### config.mk
export PLATFORM = sky130hd
export DESIGN_NAME = sfp_top
export DESIGN_NICKNAME = d
export VERILOG_FILES = /design/src/sfp_pkg.sv /design/src/sfp_diag_if.sv /design/src/sfp_diag_rep.sv /design/src/sfp_top.sv
export SDC_FILE = /design/constraint.sdc
export NUM_CORES = 1
export LEC_CHECK = 0
export BUFFER_PORTS_ARGS = -buffer_cell sky130_fd_sc_hd__buf_2
export CORE_MARGIN = 3
export CORE_UTILIZATION = 55
export DETAILED_ROUTE_END_ITERATION = 6
export HOLD_SLACK_MARGIN = 0.03
export PLACE_DENSITY_LB_ADDON = 0.05
export RECOVER_POWER = 25
export SETUP_SLACK_MARGIN = 0.1
export SYNTH_ARGS = -nofsm -noshare
export SYNTH_HDL_FRONTEND = slang
export SYNTH_SLANG_ARGS = --single-unit
export TNS_END_PERCENT = 30
### constraint.sdc
create_clock -name aclk -period 4.25 [get_ports aclk]
set_input_delay 0.2125 -clock aclk [delete_from_list [all_inputs] [get_ports aclk]]
set_output_delay 0.2125 -clock aclk [all_outputs]
set_load 0.02 [all_outputs]
### src/sfp_pkg.sv
// Package with register map, diagnostic codes and timing constants
package sfp_pkg;
  localparam int unsigned CLK_HZ          = 20_000_000;
  localparam int unsigned CLK_PERIOD_NS   = 50;
  // Delay before the download diagnostic appears
  localparam int unsigned DL_DELAY_MS     = 270_000;
  localparam longint unsigned DL_DELAY_CYC = longint'(DL_DELAY_MS) * (CLK_HZ / 1000);
  // Acknowledge indicator flash at 0.5 Hz: toggle every second
  localparam int unsigned FLASH_HALF_MS   = 1000;
  localparam longint unsigned FLASH_HALF_CYC = longint'(FLASH_HALF_MS) * (CLK_HZ / 1000);

  localparam logic [7:0] REG_CTRL    = 8'h00;
  localparam logic [7:0] REG_CFG_CRC = 8'h04;
  localparam logic [7:0] REG_FAULT   = 8'h08;
  localparam logic [7:0] REG_STATUS  = 8'h0c;
  localparam logic [7:0] REG_IRQ_ST  = 8'h10;
  localparam logic [7:0] REG_IRQ_MSK = 8'h14;
  localparam logic [7:0] REG_DIAG    = 8'h18;
  localparam logic [7:0] REG_CALC_CRC = 8'h1c;

  // Control bits
  localparam int unsigned CTRL_ACK      = 0;
  localparam int unsigned CTRL_CH_DIAG  = 1;
  localparam int unsigned CTRL_MOD_DIAG = 2;
  // Fault input bits
  localparam int unsigned FLT_DEST   = 0;
  localparam int unsigned FLT_CRCLEN = 1;
  localparam int unsigned FLT_PARVER = 2;
  localparam int unsigned FLT_DL_TO  = 3;
  localparam int unsigned FLT_EXT    = 4;
  // Interrupt bits
  localparam int unsigned IRQ_FAULT = 0;
  localparam int unsigned IRQ_DIAG  = 1;
  localparam int unsigned IRQ_INT   = 2;
  localparam int unsigned IRQ_MATCH = 3;

  localparam logic [15:0] DIAG_NONE   = 16'h0000;
  localparam logic [15:0] DIAG_DEST   = 16'h0040;
  localparam logic [15:0] DIAG_CRCLEN = 16'h0045;
  localparam logic [15:0] DIAG_PARVER = 16'h0046;
  localparam logic [15:0] DIAG_DL_TO  = 16'h004a;
  localparam logic [15:0] DIAG_DISCR  = 16'h021e;

  localparam logic [1:0] RESP_OKAY   = 2'b00;
  localparam logic [1:0] RESP_SLVERR = 2'b10;

  typedef enum logic [2:0] {
    SFP_RUN  = 3'b001,
    SFP_PASS = 3'b010,
    SFP_SHUT = 3'b100
  } sfp_state_e;
endpackage

### src/sfp_diag_if.sv
// Interface carrying diagnostic requests into the reporting unit
`timescale 1ns/1ps
`default_nettype none
interface sfp_diag_if;
  logic [5:0]  mod_req;
  logic [3:0]  ch_req;
  logic        ch_en;
  logic        mod_en;
  logic        valid;
  logic [15:0] code;
  logic [1:0]  chan;
  logic        is_chan;
  modport src (output mod_req, output ch_req, output ch_en, output mod_en,
               input valid, input code, input chan, input is_chan);
  modport rep (input mod_req, input ch_req, input ch_en, input mod_en,
               output valid, output code, output chan, output is_chan);
endinterface
`default_nettype wire

### src/sfp_diag_rep.sv
// Diagnostic code selector with separate channel and module release
`timescale 1ns/1ps
`default_nettype none
module sfp_diag_rep
  import sfp_pkg::*;
(
  input wire logic aclk,
  input wire logic aresetn,
  sfp_diag_if.rep  dif
);
  // Module requests: 0 dest, 1 crclen, 2 parver, 3 download timeout
  always_ff @(posedge aclk) begin
    if (!aresetn) begin
      dif.valid   <= 1'b0;
      dif.code    <= DIAG_NONE;
      dif.chan    <= 2'd0;
      dif.is_chan <= 1'b0;
    end else begin
      dif.valid   <= 1'b1;
      dif.chan    <= 2'd0;
      dif.is_chan <= 1'b0;
      if (dif.mod_en && dif.mod_req[0]) begin
        dif.code <= DIAG_DEST;
      end else if (dif.mod_en && dif.mod_req[1]) begin
        dif.code <= DIAG_CRCLEN;
      end else if (dif.mod_en && dif.mod_req[2]) begin
        dif.code <= DIAG_PARVER;
      end else if (dif.mod_en && dif.mod_req[3]) begin
        dif.code <= DIAG_DL_TO;
      end else if (dif.ch_en && |dif.ch_req) begin
        dif.code    <= DIAG_DISCR;
        dif.is_chan <= 1'b1;
        dif.chan    <= dif.ch_req[0] ? 2'd0 : dif.ch_req[1] ? 2'd1 :
                       dif.ch_req[2] ? 2'd2 : 2'd3;
      end else begin
        dif.valid <= 1'b0;
        dif.code  <= DIAG_NONE;
      end
    end
  end
endmodule
`default_nettype wire

### src/sfp_top.sv
// Fault passivation, acknowledgement and diagnostics for a 4-input safe module
//
// Summary of operation
// - CRC mismatch gives substitute values
// - CRC match stored in nonvolatile flag
// - Download diagnostic after 4.5 minutes of CRC mismatch, or at once from fault input bit 3
// - Self test and external tests run
// - External fault input (bit 4) passivates but sends no diagnostic
// - Any fault forces all inputs zero
// - Acknowledge possible: green flash 0.5 Hz
// - Acknowledge rechecks; fault present repassivates
// - Internal fault latches, acknowledge ignored
// - Channel and module diagnostics released separately
// - Address mismatch: 0x0040, group and protocol red
// - Discrepancy timeout: 0x021E, channel and group red
// - Bad CRC length: 0x0045, group and protocol red
// - Bad parameter version: 0x0046, both red
// - Download timeout: 0x004A, no indicator
`timescale 1ns/1ps
`default_nettype none
module sfp_top
  import sfp_pkg::*;
#(
  parameter longint unsigned DL_DELAY = DL_DELAY_CYC,
  parameter longint unsigned FLASH_HALF = FLASH_HALF_CYC,
  parameter int unsigned     CRC_W = 32
)(
  input  wire logic              aclk,
  input  wire logic              aresetn,
  input  wire logic [7:0]        s_axi_awaddr,
  input  wire logic              s_axi_awvalid,
  output logic                   s_axi_awready,
  input  wire logic [31:0]       s_axi_wdata,
  input  wire logic [3:0]        s_axi_wstrb,
  input  wire logic              s_axi_wvalid,
  output logic                   s_axi_wready,
  output logic [1:0]             s_axi_bresp,
  output logic                   s_axi_bvalid,
  input  wire logic              s_axi_bready,
  input  wire logic [7:0]        s_axi_araddr,
  input  wire logic              s_axi_arvalid,
  output logic                   s_axi_arready,
  output logic [31:0]            s_axi_rdata,
  output logic [1:0]             s_axi_rresp,
  output logic                   s_axi_rvalid,
  input  wire logic              s_axi_rready,
  input  wire logic [3:0]        din,
  input  wire logic [CRC_W-1:0]  calc_crc,
  input  wire logic              selftest_fail,
  input  wire logic [4:0]        ext_fault,
  input  wire logic [3:0]        discr_fault,
  input  wire logic              nv_match_in,
  output logic                   nv_match_wr,
  output logic                   ext_test_en,
  output logic [3:0]             proc_out,
  output logic                   led_grp_red,
  output logic                   led_prot_red,
  output logic                   led_prot_green,
  output logic [3:0]             led_ch_red,
  output logic                   diag_valid,
  output logic [15:0]            diag_code,
  output logic [1:0]             diag_chan,
  output logic                   diag_is_chan,
  output logic                   irq
);
  import sfp_pkg::*;

  sfp_state_e       st_q;
  logic [CRC_W-1:0] cfg_crc_q;
  logic [2:0]       ctrl_q;
  logic             ext_test_q;
  logic [3:0]       irq_st_q;
  logic [3:0]       irq_msk_q;
  logic [38:0]      dl_cnt_q;
  logic             dl_diag_q;
  logic [35:0]      fl_cnt_q;
  logic             fl_q;
  logic             nv_match_q;
  logic             ack_pulse;
  logic             crc_bad;
  logic             any_ext;
  logic             fault_now;
  logic [15:0]      last_diag_q;
  sfp_diag_if       dif ();

  // Write channel: take address and data in either order
  logic        aw_hold_q;
  logic        w_hold_q;
  logic [7:0]  aw_q;
  logic [31:0] wd_q;
  logic [3:0]  ws_q;
  logic        wr_go;
  assign s_axi_awready = !aw_hold_q && !s_axi_bvalid;
  assign s_axi_wready  = !w_hold_q && !s_axi_bvalid;
  assign wr_go = aw_hold_q && w_hold_q && !s_axi_bvalid;

  always_ff @(posedge aclk) begin
    if (!aresetn) begin
      aw_hold_q <= 1'b0;
      w_hold_q  <= 1'b0;
      aw_q      <= 8'h00;
      wd_q      <= 32'h0;
      ws_q      <= 4'h0;
    end else begin
      if (s_axi_awvalid && s_axi_awready) begin
        aw_hold_q <= 1'b1;
        aw_q      <= s_axi_awaddr;
      end else if (wr_go) begin
        aw_hold_q <= 1'b0;
      end
      if (s_axi_wvalid && s_axi_wready) begin
        w_hold_q <= 1'b1;
        wd_q     <= s_axi_wdata;
        ws_q     <= s_axi_wstrb;
      end else if (wr_go) begin
        w_hold_q <= 1'b0;
      end
    end
  end

  function automatic logic hit(input logic [7:0] a, input logic [7:0] r);
    return {a[7:2], 2'b00} == r;
  endfunction

  always_ff @(posedge aclk) begin
    if (!aresetn) begin
      s_axi_bvalid <= 1'b0;
      s_axi_bresp  <= RESP_OKAY;
    end else if (wr_go) begin
      s_axi_bvalid <= 1'b1;
      s_axi_bresp  <= (hit(aw_q, REG_CTRL) || hit(aw_q, REG_CFG_CRC) ||
                       hit(aw_q, REG_IRQ_ST) || hit(aw_q, REG_IRQ_MSK)) ?
                      RESP_OKAY : RESP_SLVERR;
    end else if (s_axi_bready) begin
      s_axi_bvalid <= 1'b0;
    end
  end

  // Acknowledge is a self-clearing control bit
  assign ack_pulse = wr_go && hit(aw_q, REG_CTRL) && ws_q[0] && wd_q[CTRL_ACK];

  always_ff @(posedge aclk) begin
    if (!aresetn) begin
      ctrl_q     <= 3'b000;
      ext_test_q <= 1'b1;
      cfg_crc_q  <= '0;
      irq_msk_q  <= 4'h0;
    end else if (wr_go) begin
      if (hit(aw_q, REG_CTRL) && ws_q[0]) begin
        ctrl_q     <= {wd_q[CTRL_MOD_DIAG], wd_q[CTRL_CH_DIAG], 1'b0};
        ext_test_q <= wd_q[3];
      end
      if (hit(aw_q, REG_CFG_CRC)) begin
        for (int i = 0; i < 4; i++) begin
          if (ws_q[i] && 8*i < CRC_W) begin
            cfg_crc_q[8*i +: 8] <= wd_q[8*i +: 8];
          end
        end
      end
      if (hit(aw_q, REG_IRQ_MSK) && ws_q[0]) begin
        irq_msk_q <= wd_q[3:0];
      end
    end
  end
  assign ext_test_en = ext_test_q;

  // Read channel
  assign s_axi_arready = !s_axi_rvalid;
  always_ff @(posedge aclk) begin
    if (!aresetn) begin
      s_axi_rvalid <= 1'b0;
      s_axi_rdata  <= 32'h0;
      s_axi_rresp  <= RESP_OKAY;
    end else if (s_axi_arvalid && s_axi_arready) begin
      s_axi_rvalid <= 1'b1;
      s_axi_rresp  <= RESP_OKAY;
      unique case ({s_axi_araddr[7:2], 2'b00})
        REG_CTRL:     s_axi_rdata <= {28'h0, ext_test_q, ctrl_q};
        REG_CFG_CRC:  s_axi_rdata <= 32'(cfg_crc_q);
        REG_FAULT:    s_axi_rdata <= {22'h0, discr_fault, selftest_fail, ext_fault};
        REG_STATUS:   s_axi_rdata <= {24'h0, nv_match_q, dl_diag_q, crc_bad,
                                      proc_out == 4'h0, 1'b0, st_q};
        REG_IRQ_ST:   s_axi_rdata <= {28'h0, irq_st_q};
        REG_IRQ_MSK:  s_axi_rdata <= {28'h0, irq_msk_q};
        REG_DIAG:     s_axi_rdata <= {16'h0, last_diag_q};
        REG_CALC_CRC: s_axi_rdata <= 32'(calc_crc);
        default: begin
          s_axi_rdata <= 32'h0;
          s_axi_rresp <= RESP_SLVERR;
        end
      endcase
    end else if (s_axi_rready) begin
      s_axi_rvalid <= 1'b0;
    end
  end

  // Fault evaluation
  assign crc_bad   = (cfg_crc_q != calc_crc) && !nv_match_q;
  assign any_ext   = |ext_fault || |discr_fault;
  assign fault_now = crc_bad || any_ext || selftest_fail;

  // Match flag survives power loss through the external store
  always_ff @(posedge aclk) begin
    if (!aresetn) begin
      nv_match_q  <= 1'b0;
      nv_match_wr <= 1'b0;
    end else begin
      nv_match_wr <= 1'b0;
      if (nv_match_in) begin
        nv_match_q <= 1'b1;
      end else if (cfg_crc_q == calc_crc && !nv_match_q) begin
        nv_match_q  <= 1'b1;
        nv_match_wr <= 1'b1;
      end
    end
  end

  // Passivation state machine
  always_ff @(posedge aclk) begin
    if (!aresetn) begin
      st_q <= SFP_PASS;
    end else begin
      unique case (st_q)
        SFP_RUN: begin
          if (selftest_fail) st_q <= SFP_SHUT;
          else if (fault_now) st_q <= SFP_PASS;
        end
        SFP_PASS: begin
          if (selftest_fail) st_q <= SFP_SHUT;
          else if (ack_pulse && !fault_now) st_q <= SFP_RUN;
        end
        SFP_SHUT: st_q <= SFP_SHUT;
        default:  st_q <= SFP_SHUT;
      endcase
    end
  end

  // Substitute value zero replaces every input
  always_ff @(posedge aclk) begin
    if (!aresetn) begin
      proc_out <= 4'h0;
    end else begin
      proc_out <= (st_q == SFP_RUN && !fault_now) ? din : 4'h0;
    end
  end

  // Delayed download diagnostic
  always_ff @(posedge aclk) begin
    if (!aresetn || !crc_bad) begin
      dl_cnt_q  <= '0;
      dl_diag_q <= 1'b0;
    end else if (dl_cnt_q >= 39'(DL_DELAY - 1)) begin
      dl_diag_q <= 1'b1;
    end else begin
      dl_cnt_q <= dl_cnt_q + 39'd1;
    end
  end

  // Green flash while acknowledge could succeed
  always_ff @(posedge aclk) begin
    if (!aresetn || st_q != SFP_PASS) begin
      fl_cnt_q <= '0;
      fl_q     <= 1'b0;
    end else if (fl_cnt_q >= 36'(FLASH_HALF - 1)) begin
      fl_cnt_q <= '0;
      fl_q     <= !fl_q;
    end else begin
      fl_cnt_q <= fl_cnt_q + 36'd1;
    end
  end

  // Indicators
  always_ff @(posedge aclk) begin
    if (!aresetn) begin
      led_grp_red    <= 1'b0;
      led_prot_red   <= 1'b0;
      led_prot_green <= 1'b0;
      led_ch_red     <= 4'h0;
    end else begin
      led_prot_red   <= ext_fault[FLT_DEST] | ext_fault[FLT_CRCLEN] |
                        ext_fault[FLT_PARVER];
      led_grp_red    <= ext_fault[FLT_DEST] | ext_fault[FLT_CRCLEN] |
                        ext_fault[FLT_PARVER] | |discr_fault |
                        (st_q == SFP_SHUT);
      led_ch_red     <= discr_fault;
      led_prot_green <= (st_q == SFP_RUN) ? 1'b1 :
                        (st_q == SFP_PASS && !fault_now) ? fl_q : 1'b0;
    end
  end

  // Diagnostic reporting
  assign dif.mod_req = {2'b00, ext_fault[FLT_DL_TO] | dl_diag_q, ext_fault[FLT_PARVER],
                        ext_fault[FLT_CRCLEN], ext_fault[FLT_DEST]};
  assign dif.ch_req  = discr_fault;
  assign dif.ch_en   = ctrl_q[CTRL_CH_DIAG];
  assign dif.mod_en  = ctrl_q[CTRL_MOD_DIAG];

  sfp_diag_rep u_rep (
    .aclk    (aclk),
    .aresetn (aresetn),
    .dif     (dif)
  );

  always_ff @(posedge aclk) begin
    if (!aresetn) begin
      diag_valid   <= 1'b0;
      diag_code    <= DIAG_NONE;
      diag_chan    <= 2'd0;
      diag_is_chan <= 1'b0;
      last_diag_q  <= DIAG_NONE;
    end else begin
      diag_valid   <= dif.valid;
      diag_code    <= dif.code;
      diag_chan    <= dif.chan;
      diag_is_chan <= dif.is_chan;
      if (dif.valid) last_diag_q <= dif.code;
    end
  end

  // Sticky events; set wins over write-one-to-clear
  logic [3:0] ev;
  logic [3:0] clr;
  assign ev  = {nv_match_wr, st_q == SFP_SHUT, dif.valid && diag_code != dif.code,
                st_q == SFP_RUN && fault_now};
  assign clr = (wr_go && hit(aw_q, REG_IRQ_ST) && ws_q[0]) ? wd_q[3:0] : 4'h0;
  always_ff @(posedge aclk) begin
    if (!aresetn) irq_st_q <= 4'h0;
    else irq_st_q <= (irq_st_q & ~clr) | ev;
  end
  assign irq = |(irq_st_q & irq_msk_q);

  // Checks
  AST_PASS_ZERO: assert property (@(posedge aclk) disable iff (!aresetn)
    fault_now |=> proc_out == 4'h0) else $error("inputs not passivated");
  AST_CRC_SUBST: assert property (@(posedge aclk) disable iff (!aresetn)
    crc_bad |=> proc_out == 4'h0) else $error("crc mismatch passed data");
  AST_SHUT_LATCH: assert property (@(posedge aclk) disable iff (!aresetn)
    st_q == SFP_SHUT |=> st_q == SFP_SHUT) else $error("shutdown left");
  AST_INT_SHUT: assert property (@(posedge aclk) disable iff (!aresetn)
    selftest_fail |=> st_q == SFP_SHUT) else $error("no shutdown");
  AST_ACK_RECHECK: assert property (@(posedge aclk) disable iff (!aresetn)
    st_q == SFP_PASS && ack_pulse && fault_now |=> st_q != SFP_RUN)
    else $error("ack ignored fault");
  AST_HOLD_PASS: assert property (@(posedge aclk) disable iff (!aresetn)
    st_q == SFP_PASS && !ack_pulse |=> st_q != SFP_RUN)
    else $error("left passivation without ack");
  AST_NV_WRITE: assert property (@(posedge aclk) disable iff (!aresetn)
    !nv_match_q && !nv_match_in && cfg_crc_q == calc_crc |=> nv_match_wr)
    else $error("match not stored");
  AST_DL_EARLY: assert property (@(posedge aclk) disable iff (!aresetn)
    $rose(dl_diag_q) |-> crc_bad && $past(crc_bad, 8)) else $error("download diag early");
  AST_DEST_LED: assert property (@(posedge aclk) disable iff (!aresetn)
    ext_fault[FLT_DEST] |=> led_grp_red && led_prot_red)
    else $error("address leds off");
  AST_CH_LED: assert property (@(posedge aclk) disable iff (!aresetn)
    discr_fault[2] |=> led_ch_red[2] && led_grp_red) else $error("channel led off");
  AST_MOD_GATE: assert property (@(posedge aclk) disable iff (!aresetn)
    !ctrl_q[CTRL_MOD_DIAG] && !ctrl_q[CTRL_CH_DIAG] |=> !dif.valid)
    else $error("diag not gated");
  AST_PARVER_CODE: assert property (@(posedge aclk) disable iff (!aresetn)
    ctrl_q[CTRL_MOD_DIAG] && ext_fault[FLT_PARVER] && !ext_fault[FLT_DEST] &&
    !ext_fault[FLT_CRCLEN] |=> dif.code == DIAG_PARVER) else $error("bad code");
  COV_ACK_OK: cover property (@(posedge aclk) st_q == SFP_PASS ##1 st_q == SFP_RUN);
  COV_SHUT: cover property (@(posedge aclk) st_q == SFP_RUN ##1 st_q == SFP_SHUT);
  COV_CHDIAG: cover property (@(posedge aclk) dif.valid && dif.is_chan);
endmodule
`default_nettype wire
==> summary.md <==
| Metric | Value |
|---|---|
| Status | `complete, no violations` |
| Mux cell area share after synthesis | `2.366%` |
| Via Count | `8897` |
| Share of layout cells above drive strength 1 | `11.28%` |
| Die footprint | `20430 um2` |
| CTS Root Cell | `clkbuf_16` |
| Power Dens Cells | `382.9 nW/um2` |
| Worst-case clock buffer depth | `3` |
| GP Congestion | `0.8647` |
| WP buf/inv | `4` |
| HPWL Detailed | `17.76 mm` |
| Initial core utilization | `56.63%` |
| Num CTS Buffers | `25` |
| Clk_skew | `0.007281 ns` |
| Clock power frac | `44.3%` |
| Initial antenna violation count | `2` |
| DIE WIDTH | `142.9 um` |
| Gr ovfl total | `0` |
| WHS Path Cells | `4` |
| Required time worst endpoint | `4.66 ns` |
| Synthesized area per cell | `8.608 um2` |
| Ys async rst share | `0%` |
| Number of vias per cell | `5.395` |
| Max-cap viol count | `0` |
| Total negative setup slack | `0 ns` |
| TritonCTS clock tree | `done` |
| Detailed Route Iter0 Violations | `683` |
| Combinational Power Share | `7.0%` |
| R2R cell count | `7` |
| FF/Latch Area | `4805 um2` |
| Arrival time of the worst setup path | `3.56 ns` |
| Critical path depth | `5` |
| Number of port buffers | `165` |
| Final Hold Fails | `0` |
| Boundary pin count | `181` |
| Number of synthesized register bits | `240` |
| Main combinational cell family by area after synthesis | `simple AND/OR/NAND/NOR gates` |
| Die H | `142.9 um` |
| Syn Inst Count | `1198` |
| Pin count of the biggest net entering global routing | `113` |
| Synthesized area | `10310 um2` |
| CP startpoint kind | `input port` |
| Xor and xnor area share after synthesis | `7.304%` |
| Final setup vio count | `0` |
| Global-route wire length before repair | `41.55 mm` |
| Total Nets Final | `1510` |
| Area of the core | `18210 um2` |
| H-tree depth | `1` |
| Crit Path Max Fanout | `112` |
| Psw | `0.001099 W` |
| Crit path capture type | `flop` |
| DRT antenna net count | `0` |
| Clock Sinks | `240` |
| RSZ-0062 raised after global routing | `no` |
| Number of global-route vias before repair | `8336` |
| Syn-to-layout area delta | `21.72%` |
| Switching share of power | `22.87%` |
| Period Utilization, post-route | `74.04%` |
| Maximum vdd ir drop | `287.0 uV` |
| Post-Place Worst Slack | `1.587 ns` |
| EDFF count, synth | `0` |
| Post-Synth Adder-Cell Area | `0.2427%` |
| Worst stage delay on the critical path | `0.93 ns` |
| CP cell instances | `dlygate4sd3_1 -> clkbuf_1 -> buf_4 -> clkinv_1 -> a311oi_1` |
| Worst-Skew Late Latency | `0.52 ns` |
| Warnings from Yosys | `0` |
| Setup slack after layout | `1.103 ns` |
| Fmax | `317.8 MHz` |
| Post-synthesis simple-gate area fraction | `24.16%` |
| Leakage power | `4.591 nW` |
| Routed WL | `25.61 mm` |
| Worst Tran Pin Value | `0.9548 ns` |
| Synth top area share | `46.59%` |
| Sequential Power Share | `48.7%` |
| Total GRT Usage | `24.65%` |
| Avg WL per Cell | `15.53 um` |
| Dominant cell type by area after synthesis | `dfxtp_1` |
| Site Rows | `49` |
| Fillers | `1579` |
| Compound-cell area share of the yosys netlist | `15.17%` |
| Post_cts resized | `0` |
| Clock-pin slew on the worst setup and hold paths | `0.06 ns` |
| Hold Crit Class | `input port to flop` |
| DRC | `0` |
| Slowest stage cell, crit path | `clkinv_1` |
| CP top delay family | `buffers and inverters` |
| Sequential share of the synthesized area | `46.59%` |
| Slew HR | `36.35%` |
| Ranking of synthesized cells by area | `dfxtp_1, nand2_1, xnor2_1` |
| Primary FF master, synth | `dfxtp_1` |
| Max-slew violations | `0` |
| Min cycle time layout | `3.147 ns` |
| 1st-pass router iterations | `5` |
| Multi-input gate area | `5165 um2` |
| Pint | `0.003708 W` |
| Critical setup path kind | `input port to flop` |
| Count of cell types in the netlist | `68` |
layout by cell type, fill, tap and decap left out, types with 4 or more instances in the layout:
master,Yosys,layout
dfxtp_1,240,240
nand2_1,173,173
nor2_1,129,129
buf_2,1,101
a21boi_0,73,73
clkbuf_1,59,68
xnor2_1,65,65
nand3_1,60,60
dlygate4sd3_1,0,58
a21oi_1,44,44
a22oi_1,34,34
nor2b_1,28,28
clkbuf_16,0,25
and2_1,25,24
inv_1,22,22
conb_1,1,22
nand4_1,21,21
mux2i_1,21,21
xor2_1,21,21
and3_1,19,19
nor4_1,17,17
o21ai_0,16,16
nor3_1,15,15
buf_4,13,9
a31oi_1,6,6
nor3b_1,7,6
o21ai_1,6,6
or3_1,6,6
clkinv_2,0,6
a211oi_1,5,5
o21a_1,5,5
o211ai_1,4,4
Yosys cell counts, drive strengths merged (23+ instances only):
library cell,instances
a21boi,73
xnor2,65
a21oi,44
and2,25
nor2,129
nand2,173
dfxtp,240
clkbuf,60
a22oi,34
nand3,61
inv,23
nor2b,28
routing by layer:
layer / vias to the layer above / global-route usage (%) / routed length [um]
met4: 0 / 6.253 / 566
met5: - / 0 / 0
li1: 4518 / - / -
met3: 42 / 3.382 / 1582
met2: 270 / 37.64 / 11050
met1: 4067 / 36.88 / 12410
worst register-to-register path, cell delays in order, from the launching register on:
cell       delay (ns)
dfxtp_1          0.37
ha_1             0.25
inv_2            0.08
or4_4            0.55
or4_4            0.51
a2111oi_4        0.41
a311oi_1         0.14
a41o_1           0.22
final timing paths:
check	startpoint	to	slack (ns)
max	aresetn	s_axi_rdata[2]$_SDFFE_PN0P_	1.10
min reg2reg	dl_cnt_q[35]$_SDFFE_PP0N_	dl_cnt_q[35]$_SDFFE_PP0N_	0.43
max reg2reg	dl_cnt_q[0]$_SDFFE_PP0N_	dl_cnt_q[24]$_SDFFE_PP0N_	1.60
min	ext_fault[0]	u_rep.dif.code[1]$_SDFF_PP0_	0.06
cell families after synthesis:
kind of cell               after synthesis
DFF                                    240
buffers and inverters                  100
adders and majority gates                2
other                                    1
and+or+nand+nor                        523
xor gates and xnor gates                86
muxes                                   24
AOI/OAI and AO/OA                      222
power groups by stage:
| stage | Combinational [W] | Sequential [W] | Clock [W] |
|---|---|---|---|
| detailed placement | 0.000296 | 0.00239 | 0 |
| finish | 0.000336 | 0.00234 | 0.00213 |
| global placement | 0.000293 | 0.00239 | 0 |
| floorplan | 0.000184 | 0.00239 | 0 |
| CTS | 0.000338 | 0.00234 | 0.00217 |
| global route | 0.000372 | 0.00235 | 0.00227 |
final cells by class:
class	instances	area share, %
timing repair buffer	232	11.10
inverter	24	0.7177
sequential	240	38.28
tap	229	2.283
antenna	2	0.03987
multi-input combinational	879	41.15
clock inverter	11	0.9968
clock buffer	32	5.433
what timing repair did:
action	CTS	global route
setup buffers	0	0
hold buffers	58	0
hold endpoints to repair	61	0
metrics by stage:
step           hold slack, ns  utilization [%]  cells  cell area, um2  total power (W)
2_1_floorplan          0.2893                -   1219           10390         0.002572
3_3_place_gp           0.4117            61.74   1546           11240         0.002680
3_5_place_dp           0.4158            61.74   1546           11240         0.002685
4_1_cts               0.03507            69.36   1647           12630         0.004849
5_1_grt               0.06965            68.93   1649           12550         0.004985
6_report              0.05987            68.93   1649           12550         0.004807
sequential cells by signal (all words and copies together) (netlist names), 3 cells and up:
register,cells
dl_cnt_q,39
fl_cnt_q,36
cfg_crc_q,32
s_axi_rdata,32
wd_q,32
aw_q,6
diag_code,6
last_diag_q,6
u_rep.dif.code,6
irq_msk_q,4
irq_st_q,4
led_ch_red,4
proc_out,4
ws_q,4
st_q,3
(Power assumes the default switching activity.)
